**src/verilog/pitr_pkg.sv**
```systemverilog
`default_nettype none
package pitr_pkg;
    // Register offsets as byte addresses on the register port
    localparam logic [15:0] PRIMARY_OFS = 16'hF1C4;
    localparam logic [15:0] SECONDARY_OFS = 16'hEB26;
    localparam logic [15:0] P9_SEL_OFS = 16'hEB98;
    localparam logic [15:0] P9_SET_OFS = 16'hEB9A;
    localparam logic [15:0] P9_CLR_OFS = 16'hEB9C;
    localparam logic [15:0] P10_SEL_OFS = 16'hEBD8;
    // Implemented bit masks; other bits are reserved
    localparam logic [15:0] PRIMARY_MASK = 16'h00FF;
    localparam logic [15:0] SECONDARY_MASK = 16'h003F;
    localparam logic [15:0] REG_RESET = 16'h0000;
    // Primary bit positions
    localparam int P2_LOW_BIT = 0;
    localparam int P2_HIGH_BIT = 1;
    localparam int P3_LOW_BIT = 2;
    localparam int P3_HIGH_BIT = 3;
    localparam int P4_LOW_BIT = 4;
    localparam int P6_LOW_BIT = 5;
    localparam int P7_LOW_BIT = 6;
    localparam int P8_LOW_BIT = 7;
    // Secondary bit positions
    localparam int P0_LOW_BIT = 0;
    localparam int P0_HIGH_BIT = 1;
    localparam int P1_LOW_BIT = 2;
    localparam int P1_HIGH_BIT = 3;
    localparam int P5_LOW_BIT = 4;
    localparam int P5_HIGH_BIT = 5;

    typedef struct packed {
        logic wrEn;
        logic rdEn;
        logic [15:0] addr;
        logic [15:0] wdata;
    } pitr_req_s;

    // One bit per byte: 1 = CMOS thresholds, 0 = TTL
    typedef struct packed {
        logic port8Low;
        logic port7Low;
        logic port6Low;
        logic port5High;
        logic port5Low;
        logic port4Low;
        logic port3High;
        logic port3Low;
        logic port2High;
        logic port2Low;
        logic port1High;
        logic port1Low;
        logic port0High;
        logic port0Low;
    } pitr_bytesel_s;
endpackage
`default_nettype wire

```
**src/verilog/pitr_line_reg.sv**
```systemverilog
`timescale 1ns/10ps
`default_nettype none
// Sixteen-bit line select with plain write, set and clear strobes
module pitr_line_reg
(
    // Clock and reset
    input wire logic clk,
    input wire logic rst_n,
    // Update strobes
    input wire logic wrEn,
    input wire logic setEn,
    input wire logic clrEn,
    input wire logic [15:0] wdata,
    // Stored value
    output logic [15:0] value
);
    import pitr_pkg::*;

    typedef struct packed {
        logic [15:0] bits;
    } pitr_line_s;

    pitr_line_s st_reg;
    pitr_line_s st_next;

    always_comb
    begin
        st_next = st_reg;
        if (wrEn)
        begin
            st_next.bits = wdata;
        end
        else if (setEn)
        begin
            st_next.bits = st_reg.bits | wdata;
        end
        else if (clrEn)
        begin
            st_next.bits = st_reg.bits & ~wdata;
        end
    end

    always_ff @(posedge clk or negedge rst_n)
    begin
        if (!rst_n)
        begin
            st_reg <= REG_RESET;
        end
        else
        begin
            st_reg <= st_next;
        end
    end

    assign value = st_reg.bits;
endmodule
`default_nettype wire

```
**src/verilog/pitr_regs.sv**
```systemverilog
`timescale 1ns/10ps
`default_nettype none
module pitr_regs
(
    // Clock and reset
    input wire logic clk,
    input wire logic rst_n,
    // Register port
    input wire pitr_pkg::pitr_req_s req,
    output logic [15:0] rdata,
    // Threshold selects
    output pitr_pkg::pitr_bytesel_s byteCmos,
    output logic [15:0] port9LineCmosSelect,
    output logic [15:0] port10LineCmosSelect
);
    import pitr_pkg::*;

    typedef struct packed {
        logic [7:0] primary;
        logic [5:0] secondary;
        logic [15:0] rdata;
    } pitr_state_s;

    pitr_state_s st_reg;
    pitr_state_s st_next;
    logic [15:0] p9Value;
    logic [15:0] p10Value;
    logic hitPri;
    logic hitSec;
    logic hitP9;
    logic hitP9Set;
    logic hitP9Clr;
    logic hitP10;

    function automatic logic hit(input logic [15:0] a, input logic [15:0] o);
        hit = (a == o);
    endfunction

    always_comb
    begin
        hitPri = hit(req.addr, PRIMARY_OFS);
        hitSec = hit(req.addr, SECONDARY_OFS);
        hitP9 = hit(req.addr, P9_SEL_OFS);
        hitP9Set = hit(req.addr, P9_SET_OFS);
        hitP9Clr = hit(req.addr, P9_CLR_OFS);
        hitP10 = hit(req.addr, P10_SEL_OFS);
    end

    // Whole-word writes at P9_SEL_OFS; the set/clear path avoids read-modify-write
    pitr_line_reg u_port9
    (
        .clk(clk),
        .rst_n(rst_n),
        .wrEn(req.wrEn && hitP9),
        .setEn(req.wrEn && hitP9Set),
        .clrEn(req.wrEn && hitP9Clr),
        .wdata(req.wdata),
        .value(p9Value)
    );

    // Port 10 set/clear companions are not provided here
    pitr_line_reg u_port10
    (
        .clk(clk),
        .rst_n(rst_n),
        .wrEn(req.wrEn && hitP10),
        .setEn(1'b0),
        .clrEn(1'b0),
        .wdata(req.wdata),
        .value(p10Value)
    );

    always_comb
    begin
        st_next = st_reg;
        if (req.wrEn && hitPri)
        begin
            st_next.primary = req.wdata[7:0];
        end
        if (req.wrEn && hitSec)
        begin
            st_next.secondary = req.wdata[5:0];
        end
        st_next.rdata = 16'h0000;
        if (req.rdEn)
        begin
            if (hitPri)
            begin
                st_next.rdata = {8'h00, st_reg.primary} & PRIMARY_MASK;
            end
            else if (hitSec)
            begin
                st_next.rdata = {10'h000, st_reg.secondary} & SECONDARY_MASK;
            end
            else if (hitP9)
            begin
                st_next.rdata = p9Value;
            end
            else if (hitP10)
            begin
                st_next.rdata = p10Value;
            end
        end
    end

    always_ff @(posedge clk or negedge rst_n)
    begin
        if (!rst_n)
        begin
            st_reg <= '0;
        end
        else
        begin
            st_reg <= st_next;
        end
    end

    // Outputs: primary/secondary decoded from flops, lines from submodule flops
    assign rdata = st_reg.rdata;
    assign byteCmos.port2Low = st_reg.primary[P2_LOW_BIT];
    assign byteCmos.port3Low = st_reg.primary[P3_LOW_BIT];
    assign byteCmos.port4Low = st_reg.primary[P4_LOW_BIT];
    assign byteCmos.port6Low = st_reg.primary[P6_LOW_BIT];
    assign byteCmos.port7Low = st_reg.primary[P7_LOW_BIT];
    assign byteCmos.port8Low = st_reg.primary[P8_LOW_BIT];
    assign byteCmos.port2High = st_reg.primary[P2_HIGH_BIT];
    assign byteCmos.port3High = st_reg.primary[P3_HIGH_BIT];
    assign byteCmos.port0High = st_reg.secondary[P0_HIGH_BIT];
    assign byteCmos.port1High = st_reg.secondary[P1_HIGH_BIT];
    assign byteCmos.port5High = st_reg.secondary[P5_HIGH_BIT];
    assign byteCmos.port0Low = st_reg.secondary[P0_LOW_BIT];
    assign byteCmos.port1Low = st_reg.secondary[P1_LOW_BIT];
    assign byteCmos.port5Low = st_reg.secondary[P5_LOW_BIT];
    assign port9LineCmosSelect = p9Value;
    assign port10LineCmosSelect = p10Value;

    property p_p9_set;
        @(posedge clk) disable iff (!rst_n)
        (req.wrEn && hitP9Set) |=> ((port9LineCmosSelect & $past(req.wdata))
            == $past(req.wdata));
    endproperty
    a_p9_set: assert property (p_p9_set) else $error("set missed");

    property p_p9_clr;
        @(posedge clk) disable iff (!rst_n)
        (req.wrEn && hitP9Clr) |=> ((port9LineCmosSelect & $past(req.wdata))
            == 16'h0000);
    endproperty
    a_p9_clr: assert property (p_p9_clr) else $error("clear missed");

    property p_p9_keep;
        @(posedge clk) disable iff (!rst_n)
        (req.wrEn && hitP9Set) |=> ((port9LineCmosSelect & ~$past(req.wdata))
            == ($past(port9LineCmosSelect) & ~$past(req.wdata)));
    endproperty
    a_p9_keep: assert property (p_p9_keep) else $error("set disturbed");

    property p_p9_clr_keep;
        @(posedge clk) disable iff (!rst_n)
        (req.wrEn && hitP9Clr) |=> ((port9LineCmosSelect & ~$past(req.wdata))
            == ($past(port9LineCmosSelect) & ~$past(req.wdata)));
    endproperty
    a_p9_clr_keep: assert property (p_p9_clr_keep) else $error("clr disturbed");

    property p_p10_wr;
        @(posedge clk) disable iff (!rst_n)
        (req.wrEn && hitP10) |=> (port10LineCmosSelect == $past(req.wdata));
    endproperty
    a_p10_wr: assert property (p_p10_wr) else $error("p10 write");

    property p_p9_wr;
        @(posedge clk) disable iff (!rst_n)
        (req.wrEn && hitP9) |=> (port9LineCmosSelect == $past(req.wdata));
    endproperty
    a_p9_wr: assert property (p_p9_wr) else $error("p9 write");

    property p_pri;
        @(posedge clk) disable iff (!rst_n)
        (req.wrEn && hitPri) |=> (byteCmos.port8Low == $past(req.wdata[7])
            && byteCmos.port7Low == $past(req.wdata[6])
            && byteCmos.port6Low == $past(req.wdata[5])
            && byteCmos.port4Low == $past(req.wdata[4])
            && byteCmos.port3Low == $past(req.wdata[2])
            && byteCmos.port2Low == $past(req.wdata[0]));
    endproperty
    a_pri: assert property (p_pri) else $error("primary low");

    property p_pri_hi;
        @(posedge clk) disable iff (!rst_n)
        (req.wrEn && hitPri) |=> (byteCmos.port3High == $past(req.wdata[3])
            && byteCmos.port2High == $past(req.wdata[1]));
    endproperty
    a_pri_hi: assert property (p_pri_hi) else $error("primary high");

    property p_sec;
        @(posedge clk) disable iff (!rst_n)
        (req.wrEn && hitSec) |=> (byteCmos.port5High == $past(req.wdata[5])
            && byteCmos.port1High == $past(req.wdata[3])
            && byteCmos.port0High == $past(req.wdata[1]));
    endproperty
    a_sec: assert property (p_sec) else $error("secondary");

    property p_sec_lo;
        @(posedge clk) disable iff (!rst_n)
        (req.wrEn && hitSec) |=> (byteCmos.port5Low == $past(req.wdata[4])
            && byteCmos.port1Low == $past(req.wdata[2])
            && byteCmos.port0Low == $past(req.wdata[0]));
    endproperty
    a_sec_lo: assert property (p_sec_lo) else $error("secondary low");

    property p_rd_wo;
        @(posedge clk) disable iff (!rst_n)
        (req.rdEn && (hitP9Set || hitP9Clr)) |=> (rdata == 16'h0000);
    endproperty
    a_rd_wo: assert property (p_rd_wo) else $error("wo read");
endmodule
`default_nettype wire

```
**config.mk**
```make
export PLATFORM = sky130hd
export DESIGN_NAME = pitr_regs
export DESIGN_NICKNAME = d
export VERILOG_FILES = /design/src/verilog/pitr_pkg.sv /design/src/verilog/pitr_line_reg.sv /design/src/verilog/pitr_regs.sv
export SDC_FILE = /design/constraint.sdc
export NUM_CORES = 1
export LEC_CHECK = 0
export ABC_CLOCK_PERIOD_IN_PS = 1100
export BUFFER_PORTS_ARGS = -buffer_cell sky130_fd_sc_hd__clkbuf_2
export CAP_MARGIN = 30
export CELL_PAD_IN_SITES_DETAIL_PLACEMENT = 2
export CELL_PAD_IN_SITES_GLOBAL_PLACEMENT = 2
export CORE_MARGIN = 2
export CORE_UTILIZATION = 32
export CTS_CLUSTER_SIZE = 10
export DETAILED_ROUTE_END_ITERATION = 10
export PLACE_DENSITY = 0.89
export SLEW_MARGIN = 10
export SYNTH_ARGS = -nofsm -noshare
export SYNTH_HDL_FRONTEND = slang
export SYNTH_SLANG_ARGS = --single-unit
```
**constraint.sdc**
```tcl
create_clock -name clk -period 1.1 [get_ports clk]
set_clock_uncertainty 0.15 [all_clocks]
set_input_delay 0.11 -clock clk [delete_from_list [all_inputs] [get_ports clk]]
set_output_delay 0.11 -clock clk [all_outputs]
set_load 0.02 [all_outputs]
```
==> results of run 1 <==
## through the flow
step	std cells	utilization	TNS [ns]	setup WS, ns
floorplan	235	-	-25.20	-0.517
global placement	476	0.449	-35.87	-0.764
detailed placement	476	0.449	-43.29	-0.955
CTS	555	0.587	-23.58	-0.393
## timing repair
| action | in CTS |
|---|---|
| setup endpoints to repair | 124 |
| hold buffers | 17 |
| resized for setup | 112 |
| endpoints found under the hold margin | 108 |
| buffers inserted | 49 |
| pin swaps | 7 |
## Yosys cell counts, types with 3 or more instances
cell      instances  area, um^2
dfrtp_1          62        1550
nor2_1           33         124
mux2_2           14         158
a21oi_2          10        87.6
mux2_1           10         113
a211oi_2          9         113
a22oi_1           8        60.1
a211oi_1          7        52.6
a21oi_1           7        35.0
a221oi_1          6        52.6
mux2_4            6        90.1
o21ai_0           6        30.0
buf_2             5        25.0
buf_6             4        45.0
nor3_1            4        20.0
nand2_1           3        11.3
nand3_1           3        15.0
nor2b_1           3        18.8
## kinds of logic after synthesis
family          count (synthesis)  synth area share
flops                          62             0.527
buf+inv                        12            0.0289
simple gates                   76             0.168
compound gates                 55             0.153
mux                            30             0.123
==> key figures, run 1 <==
Status
  – Status: aborted with a tool error
  – Halt Stage: global routing (5_1_grt)
  – Run Error: [ERROR DPL-0033] detailed placement checks failed during check placement.

Synth
  – Register bit total from synthesis: 62
  – Top FF cell, synth: dfrtp_1
  – Synth cell types: 42
  – Cell count after synthesis: 235
  – Post-synth EDFFs: 0
  – Post-Syn Nets: 271
  – Syn_area_per_cell: 12.5 um^2
  – Async SR Flop Fraction: 1.00
  – Sequential fraction of the synthesis area: 0.527
  – Synth warn: 0
  – Synthesized cell area: 2940 um^2

Floorplanning
  – Die Y: 99.9 um
  – Top Ports: 98
  – Initial Util: 0.334
  – Die Width: 99.9 um
  – Row count: 34

GRT
  – Largest net degree at the start of global routing: 63
  – Antenna violations before repair: 1

STA
  – Worst_ep kind: sequential cell input
  – Worst_ep grt: rdata[12]$_DFF_PN0_/D

Clocking
  – CTS buffer count: 9
  – Cell at the root of the clock tree: clkbuf_8
  – Clk sinks: 62
  – Clock Tree Buf Depth: 2
  – CTS H-tree depth: 3

Placed design
  – Port bufs: 97
  – DP Area: 3960 um^2
  – GPL Wtd Cong: 0.885
  – Final HPWL DP: 8380 um
==> run 2, diff against run 1 <==
- CELL_PAD_IN_SITES_DETAIL_PLACEMENT: 2 -> default
- CELL_PAD_IN_SITES_GLOBAL_PLACEMENT: 2 -> default
- CORE_UTILIZATION: 32 -> 35
- CTS_CLUSTER_SIZE: 10 -> default
- PLACE_DENSITY: 0.89 -> default
- PLACE_DENSITY_LB_ADDON: default -> 0.15
==> run 2 against run 1 <==
Against the previous run: area after synthesis unchanged; the flow now finishes, with violations (setup timing); synthesized cell count unchanged.
==> key figures, run 2 <==
Worst setup path
  – Worst Path Required: 1.16 ns
  – R2R cell count: 3
  – CP Class: in2reg
  – Crit Path Max Fanout: 6
  – Critical Path End Type: register
  – CP Launch Type: input pin
  – Critical path arrival: 1.48 ns

STA
  – RSZ-0062 raised after global routing: yes
  – Max_slew headroom: 0.736
  – TNS Setup: -19.53 ns
  – Final min period: 1.42 ns
  – Final period util: 1.29
  – Fin. max-slew vios: 0
  – Setup ws final: -0.319 ns
  – Final setup violation count: 113
  – Actual slew at the worst max-slew pin: 0.396 ns
  – FMAX: 705 MHz
  – Endpoints failing hold: 0

Synth
  – Main combinational cell family by area after synthesis: simple AND/OR/NAND/NOR gates
  – Synth cell types: 42
  – Top FF cell, synth: dfrtp_1
  – Adder-cell share of the synthesized area: 0
  – Syn_area_per_cell: 12.5 um^2
  – Mux contribution to synthesized area: 0.123
  – Synth top area cells: dfrtp_1 (53%), mux2_2 (5.4%), nor2_1 (4.2%)
  – Sequential fraction of the synthesis area: 0.527
  – Synth warn: 0
  – Most frequent cells after synthesis: dfrtp_1 (62), nor2_1 (33), mux2_2 (14)
  – Compound-gate portion of the synthesized area: 0.153
  – Cell count after synthesis: 235
  – Simple-Gate Fraction of Synth Area: 0.168
  – Post-Syn Nets: 271
  – Count leader, synth: dfrtp_1
  – XOR/XNOR Fraction of Synth Area: 0
  – Dominant cell type by area after synthesis: dfrtp_1
  – Register bit total from synthesis: 62
  – Top cell type's share of synthesized area: 0.527
  – Async SR Flop Fraction: 1.00
  – Post-synth EDFFs: 0
  – Synthesized cell area: 2940 um^2

GRT
  – Antenna violations before repair: 0
  – Global-route wire length before repair: 15300 um
  – Vias in the first global route: 2985
  – Gr ovfl total: 0
  – GRT Overall Usage: 0.223
  – Largest net degree at the start of global routing: 21

Power and ir drop
  – VDD IR-drop max: 0.000521 V
  – Lkg Pwr: 0.00270 uW
  – Pwr/cell area: 773 nW/um^2
  – Pwr Total: 4450 uW

Clocking
  – CTS buffer count: 9
  – Clk sinks: 62
  – Worst skew pair latency: 0.33 ns
  – CTS H-tree depth: 3
  – CTS tree: yes
  – Cell at the root of the clock tree: clkbuf_8
  – Clock Tree Buf Depth: 2
  – Reg clk slew, reported paths: 0.06 ns

Drt
  – DRT iter0 DRCs: 85
  – WL final: 9800 um
  – Drc violations: 0
  – Antenna viol nets, final: 0
  – Total number of vias: 2853
  – Routed wire per std cell: 17.3 um
  – Drt via density: 5.04
  – Pre-antenna DRT Iters: 5

Floorplanning
  – Die area: 9150 um^2
  – Row count: 33
  – Die Y: 95.7 um
  – Initial Util: 0.360
  – Top Ports: 98
  – Die Width: 95.7 um
  – Core area: 8180 um^2

Hold path
  – Worst Hold Class: in2reg
  – Hold depth: 2

Status
  – Failing checks: setup timing
  – Status: finished with violations

Cells and area
  – Most frequent cells in the layout: buf_4 (74), dfrtp_1 (60), buf_6 (43), clkbuf_8 (38)
  – Diode count: 0
  – Commonest non-fill, non-tap cell in the layout: buf_4
  – Post-route cell area: 5760 um^2
  – Area grow syn2layout: 95.7%
  – Layout cell share with drive strength beyond 1: 0.692
  – Finished Layout Cells: 566
  – Nets@finish: 493

Placed design
  – DP Worst Slack: -0.727 ns
  – DP Area: 4020 um^2
  – GPL Wtd Cong: 0.809
  – Final HPWL DP: 6020 um
  – Placed insts: 475
  – Port bufs: 97

Run
  – Max Cap Viol: 0
[run 2: cell counts after synthesis]
No cell type changed its count.
[run 2: power by group]
| part | leakage (uW) | internal, uW | switching, uW |
|---|---|---|---|
| clock | 0.0000910 | 915 | 847 |
| sequential | 0.000863 | 2280 | 0.348 |
| combinational | 0.00175 | 198 | 213 |
[run 2: logic make-up after synthesis]
group,Yosys count
buffers and inverters,12
flip-flops,62
AO/OA/AOI/OAI,55
AND/OR/NAND/NOR,76
multiplexers,30
[run 2: repair_timing]
action                                  CTS  global route
endpoints found under the setup margin  124           124
setup buffers                            49            10
cloned                                    1             0
pin swaps                                 8            11
hold buffers                             17             0
hold endpoints to repair                108             0
resized for setup                       134           116
[run 2: stage by stage]
stage | utilization | hold WS, ns
after detailed placement | 0.491 | -0.106
after global placement | 0.491 | -0.106
after global routing | 0.704 | 0.0776
after floorplan | - | -0.336
final | 0.704 | 0.0700
after CTS | 0.655 | 0.0383
[run 2: worst paths after layout]
path                                         from                 to  slack (ns)
min in group asynchronous                   rst_n          async pin        0.08
worst min-delay path                      req[32]           rdata[7]        0.07
max in group asynchronous                   rst_n          async pin        0.27
worst max register to register           register           rdata[6]       -0.14
worst min register to register  u_port10.value[6]  u_port10.value[6]        0.46
worst max-delay path                      req[16]        byteCmos[8]       -0.32
[run 2: final cells by class]
class,count,area (um^2)
Fill cell,568,2420
Timing Repair Buffer,221,2230
Multi-Input combinational cell,161,1660
Sequential cell,62,1550
Clock buffer,11,151
Tap cell,105,131
Clock inverter,4,22.5
Inverter,2,7.51
[run 2: worst max-delay path, stage by stage]
cell	delay, ns
buf_6	0.09
and4bb_2	0.33
nand2_4	0.07
buf_12	0.13
nor2_4	0.08
and4_4	0.25
buf_12	0.14
mux2_4	0.29
[run 2: layer usage]
metal,track usage,share of wire
met5,0,0
met4,0.0821,0.018
met3,0.0356,0.045
met2,0.359,0.52
met1,0.302,0.42
Note: power is estimated with default switching activity, not from simulation.
==> run 3, diff against run 2 <==
- RECOVER_POWER: default -> 100
==> run 3 against run 2 <==
Against the previous run: the flow still finishes with violations (setup timing); die area unchanged; global-route usage unchanged; core utilization is 0.46 points lower; total power decreased by 0.38%; flip-flop and latch count unchanged; clock-buffer cell count stayed put; hold slack lost 0.026 ns; wire length is 0.37% lower; largest cell class unchanged.
==> key figures, run 3 (synthesis gave the netlist of run 2 again) <==
Clocking
  – CTS buffer count: 9
  – Worst skew pair latency: 0.33 ns
  – Clock Tree Buf Depth: 2
  – Reg clk slew, reported paths: 0.07 ns
  – CTS H-tree depth: 3
  – CTS tree: yes
  – Cell at the root of the clock tree: clkbuf_8
  – Clk sinks: 62

Worst setup path
  – Critical Path End Type: register
  – Family with the most delay on the worst path: simple AND/OR/NAND/NOR gates
  – CP Class: in2reg
  – CP Launch Type: input pin
  – CP max stage delay: 0.33 ns
  – Worst Path Required: 1.17 ns
  – Crit path cell chain: buf_6, and4bb_2, nand2_4, buf_12, nor2_4, and4_4, buf_12, mux2_4
  – Critical path arrival: 1.48 ns
  – Worst R2R Setup Slack: -0.13 ns
  – Critical Path Most Common Cell: buf_12
  – Crit Path Max Fanout: 6
  – Buf+Inv Stages, Crit Path: 3
  – Slowest CP cell: and4bb_2

STA
  – Setup ws final: -0.316 ns
  – FMAX: 706 MHz
  – Final period util: 1.29
  – TNS Setup: -19.52 ns
  – Fin. max-slew vios: 0
  – Max_slew headroom: 0.787
  – Actual slew at the worst max-slew pin: 0.319 ns
  – RSZ-0062 raised after global routing: yes
  – Final min period: 1.42 ns
  – Final setup violation count: 116
  – Endpoints failing hold: 0

Drt
  – Total number of vias: 2847
  – Pre-antenna DRT Iters: 4
  – Highest routed layer: met4
  – Drt via density: 5.03
  – Drc violations: 0
  – Routed wire per std cell: 17.3 um
  – Antenna viol nets, final: 0
  – Met3 WL post-DR: 481 um
  – DRT iter0 DRCs: 84
  – Met1 Wirelength: 4090 um
  – Metal2 WL: 4990 um
  – WL final: 9770 um

Power and ir drop
  – Comb pwr share: 0.088
  – Pwr/cell area: 776 nW/um^2
  – Internal power: 3380 uW
  – Sequential cell fraction of total power: 0.514
  – P_sw: 1060 uW
  – VDD IR-drop max: 0.000520 V
  – Clk pwr share: 0.397
  – Lkg Pwr: 0.00269 uW
  – Pwr Total: 4440 uW
  – Switching share of power: 0.239

Hold path
  – Worst Hold Class: in2async

GRT
  – Gr ovfl total: 0
  – Vias in the first global route: 2985
  – GRT Overall Usage: 0.223
  – Antenna violations before repair: 0
  – Largest net degree at the start of global routing: 21
  – Global-route wire length before repair: 15300 um

Floorplanning
  – Core area: 8180 um^2
  – Initial Util: 0.360
  – Die area: 9150 um^2
  – Row count: 33
  – Die Width: 95.7 um
  – Top Ports: 98
  – Die Y: 95.7 um

Cells and area
  – Nets@finish: 493
  – Commonest non-fill, non-tap cell in the layout: buf_4
  – Layout cell share with drive strength beyond 1: 0.692
  – Finished Layout Cells: 566
  – Diode count: 0
  – Area grow syn2layout: 94.4%
  – Fill cells: 573
  – Final Util: 0.700
  – Most frequent cells in the layout: buf_4 (74), dfrtp_1 (60), buf_6 (43), clkbuf_8 (38), clkbuf_2 (32)

Status
  – Failing checks: setup timing
  – Status: finished with violations

Placed design
  – Port bufs: 97
  – Placed insts: 475
  – GPL Wtd Cong: 0.809
  – Final HPWL DP: 6020 um

Run
  – Max Cap Viol: 0
[run 3: changes by cell type in the layout (fill, tap and decap cells not counted)]
| cell | change |
|---|---|
| buf_12 | -3 |
| clkbuf_4 | +3 |
| clkbuf_2 | +1 |
| buf_2 | -1 |
[run 3: worst reg2reg max path, cell delays in order (launching register included)]
cell      delay (ns)
dfrtp_1         0.40
buf_4           0.13
a222oi_1        0.34
nor2b_1         0.09
[run 3: power by group through the flow]
stage / registers (uW) / logic (uW) / clock network (uW)
after floorplan: 2320 / 75.0 / 0
after global placement: 2320 / 315 / 0
after detailed placement: 2320 / 318 / 0
after CTS: 2280 / 386 / 1810
after global routing: 2280 / 429 / 1910
final: 2280 / 392 / 1760
[run 3: layer usage]
| layer | vias to the layer above | global-route usage |
|---|---|---|
| met5 | - | 0 |
| met4 | 0 | 0.0821 |
| met3 | 19 | 0.0356 |
| met2 | 92 | 0.359 |
| met1 | 1410 | 0.302 |
| li1 | 1326 | - |
[run 3: cell type report]
class	instances	area (um^2)	share of cell area
timing repair buffer	221	2190	0.383
multi-input combinational	161	1660	0.290
sequential	62	1550	0.272
clock buffer	11	151	0.0265
tap	105	131	0.0230
clock inverter	4	22.5	0.00394
inverter	2	7.51	0.00131
[run 3: final timing paths]
kind / startpoint / end / cells after the start
max in group asynchronous: rst_n / async pin / 3
min: rst_n / async pin / 2
min in group clk: req[32] / rdata[7] / 2
max: req[16] / byteCmos[8] / 8
min reg2reg: u_port10.value[6] / u_port10.value[6] / 1
max reg2reg: register / rdata[6] / 3
[run 3: metrics by stage]
| step | hold WS, ns | instance area (um^2) | worst slack, ns |
|---|---|---|---|
| CTS | 0.0383 | 5350 | -0.254 |
| global placement | -0.106 | 4020 | -0.752 |
| finish | 0.0437 | 5720 | -0.316 |
| floorplan | -0.336 | 3020 | -0.517 |
| global route | 0.0776 | 5720 | -0.360 |
| detailed placement | -0.106 | 4020 | -0.727 |
[run 3: timing repair]
action	4_1_cts	5_1_grt
hold buffers	17	0
buffers inserted	49	10
hold endpoints to repair	108	0
pin swaps	8	11
gates resized for setup	134	116
setup endpoints to repair	124	124
gates cloned	1	0
==> run 4, diff against run 3 <==
- HOLD_SLACK_MARGIN: default -> 0.15
- SYNTH_HIERARCHICAL: default -> 1
==> run 4 against run 3 <==
Against the previous run: critical path depth unchanged; hold slack better by 0.11 ns; area after synthesis grew 4.8%; fmax shrank 6.1%; die area rose by 4.6%; via count grew 10%; cell area fell by 0.55%; largest cell class unchanged; clock power increased by 32%; non-clock buffer count decreased by 3; the flow still finishes with violations (setup timing); flip-flop and latch count did not move; largest power group unchanged; combinational power rose to 2.7 times the previous value.
==> key figures, run 4 <==
Status
  – Status: finished with violations
  – Failing checks: setup timing

Cells and area
  – Diode count: 0
  – Most frequent cells in the layout: buf_4 (75), dfrtp_1 (62), buf_6 (53), a32o_1 (32), clkbuf_8 (30)
  – Layout cell share with drive strength beyond 1: 0.617
  – Commonest non-fill, non-tap cell in the layout: buf_4
  – Nets@finish: 509
  – Area grow syn2layout: 84.4%
  – Post-route cell area: 5690 um^2

Synth
  – Top cell type's share of synthesized area: 0.503
  – Synth top area cells: dfrtp_1 (50%), a32o_1 (10%), mux2_1 (4.4%)
  – Async SR Flop Fraction: 1.00
  – Cell count after synthesis: 260
  – Dominant cell type by area after synthesis: dfrtp_1
  – Synth cell types: 44
  – Syn_area_per_cell: 11.9 um^2
  – Post-synth EDFFs: 0
  – Top FF cell, synth: dfrtp_1
  – Most frequent cells after synthesis: dfrtp_1 (62), nand2_1 (35), a32o_1 (32)
  – Synthesized cell area: 3080 um^2
  – Sequential fraction of the synthesis area: 0.503
  – Register bit total from synthesis: 62
  – Synth warn: 6
  – Count leader, synth: dfrtp_1

Power and ir drop
  – Pwr/cell area: 1020 nW/um^2
  – VDD IR-drop max: 0.000664 V
  – Pwr Total: 5780 uW
  – Lkg Pwr: 0.00261 uW

STA
  – TNS Setup: -25.33 ns
  – Setup ws final: -0.407 ns
  – Final period util: 1.37
  – Max_slew headroom: 0.536
  – Actual slew at the worst max-slew pin: 0.696 ns
  – Final min period: 1.51 ns
  – RSZ-0062 raised after global routing: yes
  – Fin. max-slew vios: 0
  – FMAX: 664 MHz
  – Endpoints failing hold: 0
  – Final setup violation count: 156

Run
  – Max Cap Viol: 0

GRT
  – Largest net degree at the start of global routing: 39
  – Antenna violations before repair: 0
  – GRT Overall Usage: 0.228
  – Global-route wire length before repair: 17200 um
  – Gr ovfl total: 0
  – Vias in the first global route: 3200

Worst setup path
  – Critical Path End Type: register
  – Crit Path Max Fanout: 8
  – Critical R2R Capture: rdata[5]
  – CP Launch Type: input pin
  – CP Class: in2reg
  – Worst Path Required: 1.18 ns
  – Critical path launch point: req[28]
  – Critical Path Most Common Cell: buf_6
  – Slowest CP cell: nor4_4
  – Worst R2R Setup Slack: -0.16 ns
  – CP max stage delay: 0.27 ns
  – Critical path arrival: 1.59 ns
  – R2R cell count: 4
  – Crit path cell chain: buf_6, nand3b_1, buf_4, or2_4, nor4_4, buf_6, nand2_1, a32o_1

Clocking
  – Cell at the root of the clock tree: clkbuf_8
  – Clock Tree Buf Depth: 2
  – CTS tree: yes
  – Worst skew pair latency: 0.34 ns
  – CTS buffer count: 9
  – Reg clk slew, reported paths: 0.09 ns
  – Clk sinks: 62
  – CTS H-tree depth: 3

Drt
  – Drc violations: 0
  – Antenna viol nets, final: 0
  – Routed wire per std cell: 18.1 um
  – WL final: 10600 um
  – Drt via density: 5.35
  – Total number of vias: 3134
  – DRT iter0 DRCs: 175
  – Pre-antenna DRT Iters: 4

Floorplanning
  – Initial Util: 0.357
  – Die Width: 97.9 um
  – Die area: 9580 um^2
  – Die Y: 97.9 um
  – Top Ports: 98
  – Row count: 34
  – Core area: 8640 um^2

Placed design
  – DP Area: 4190 um^2
  – Port bufs: 97
  – GPL Wtd Cong: 0.826
  – Final HPWL DP: 6870 um

Hold path
  – Worst Hold Class: in2async
-- run 4: critical path, delay by kind of cell --
kind	cells	cell delay, ns
AOI/OAI and AO/OA	1	0.25
and+or+nand+nor	4	0.76
buffers and inverters	3	0.46
-- run 4: where the power goes --
part	switching, uW	internal, uW	total (uW)
Sequential	55.8	2350	2400
Clock	1020	1310	2320
Combinational	467	588	1050
-- run 4: final cells by class --
type | instances | area, um^2
Timing Repair Buffer | 218 | 2120
Clock inverter | 7 | 103
Inverter | 9 | 38.8
Fill cell | 663 | 2950
Sequential cell | 62 | 1550
Tap cell | 108 | 135
Multi-Input combinational cell | 173 | 1620
Clock buffer | 9 | 124
-- run 4: worst min path at each step --
| stage | end | cells after the start | slack, ns |
|---|---|---|---|
| floorplan | byteCmos[0] | 0 | -0.34 |
| global route | byteCmos[2] | 2 | 0.18 |
| CTS | register | 2 | -0.11 |
| finish | byteCmos[2] | 2 | 0.15 |
| global placement | byteCmos[2] | 1 | -0.14 |
| detailed placement | async pin | 1 | -0.14 |
-- run 4: logic make-up after synthesis --
logic type	share of synthesized area
DFF	0.503
muxes	0.0803
AOI/OAI and AO/OA	0.170
buffers and inverters	0.0515
other	0.00122
and+or+nand+nor	0.194
-- run 4: metal layers --
metal  global-route usage  wire length, um  vias up
met3               0.0480              540       18
met4               0.0791              165        0
met1                0.319             4830     1576
met5                    0                0        -
met2                0.351             5080      113
li1                     -                -     1427
-- run 4: through the flow --
| stage | std cells | utilization | setup WS, ns | hold WS, ns |
|---|---|---|---|---|
| 2_1_floorplan | 261 | - | -0.747 | -0.336 |
| 3_5_place_dp | 508 | 0.486 | -0.815 | -0.140 |
| 5_1_grt | 586 | 0.659 | -0.470 | 0.183 |
| 3_3_place_gp | 508 | 0.486 | -0.764 | -0.136 |
| 4_1_cts | 583 | 0.628 | -0.356 | -0.110 |
| 6_report | 586 | 0.659 | -0.407 | 0.154 |
-- run 4: what timing repair did --
item	4_1_cts	5_1_grt
hold buffers	17	1
buffers inserted	41	2
hold endpoints to repair	122	9
pin swaps	26	23
cloned	1	0
gates resized for setup	120	112
setup endpoints to repair	124	124
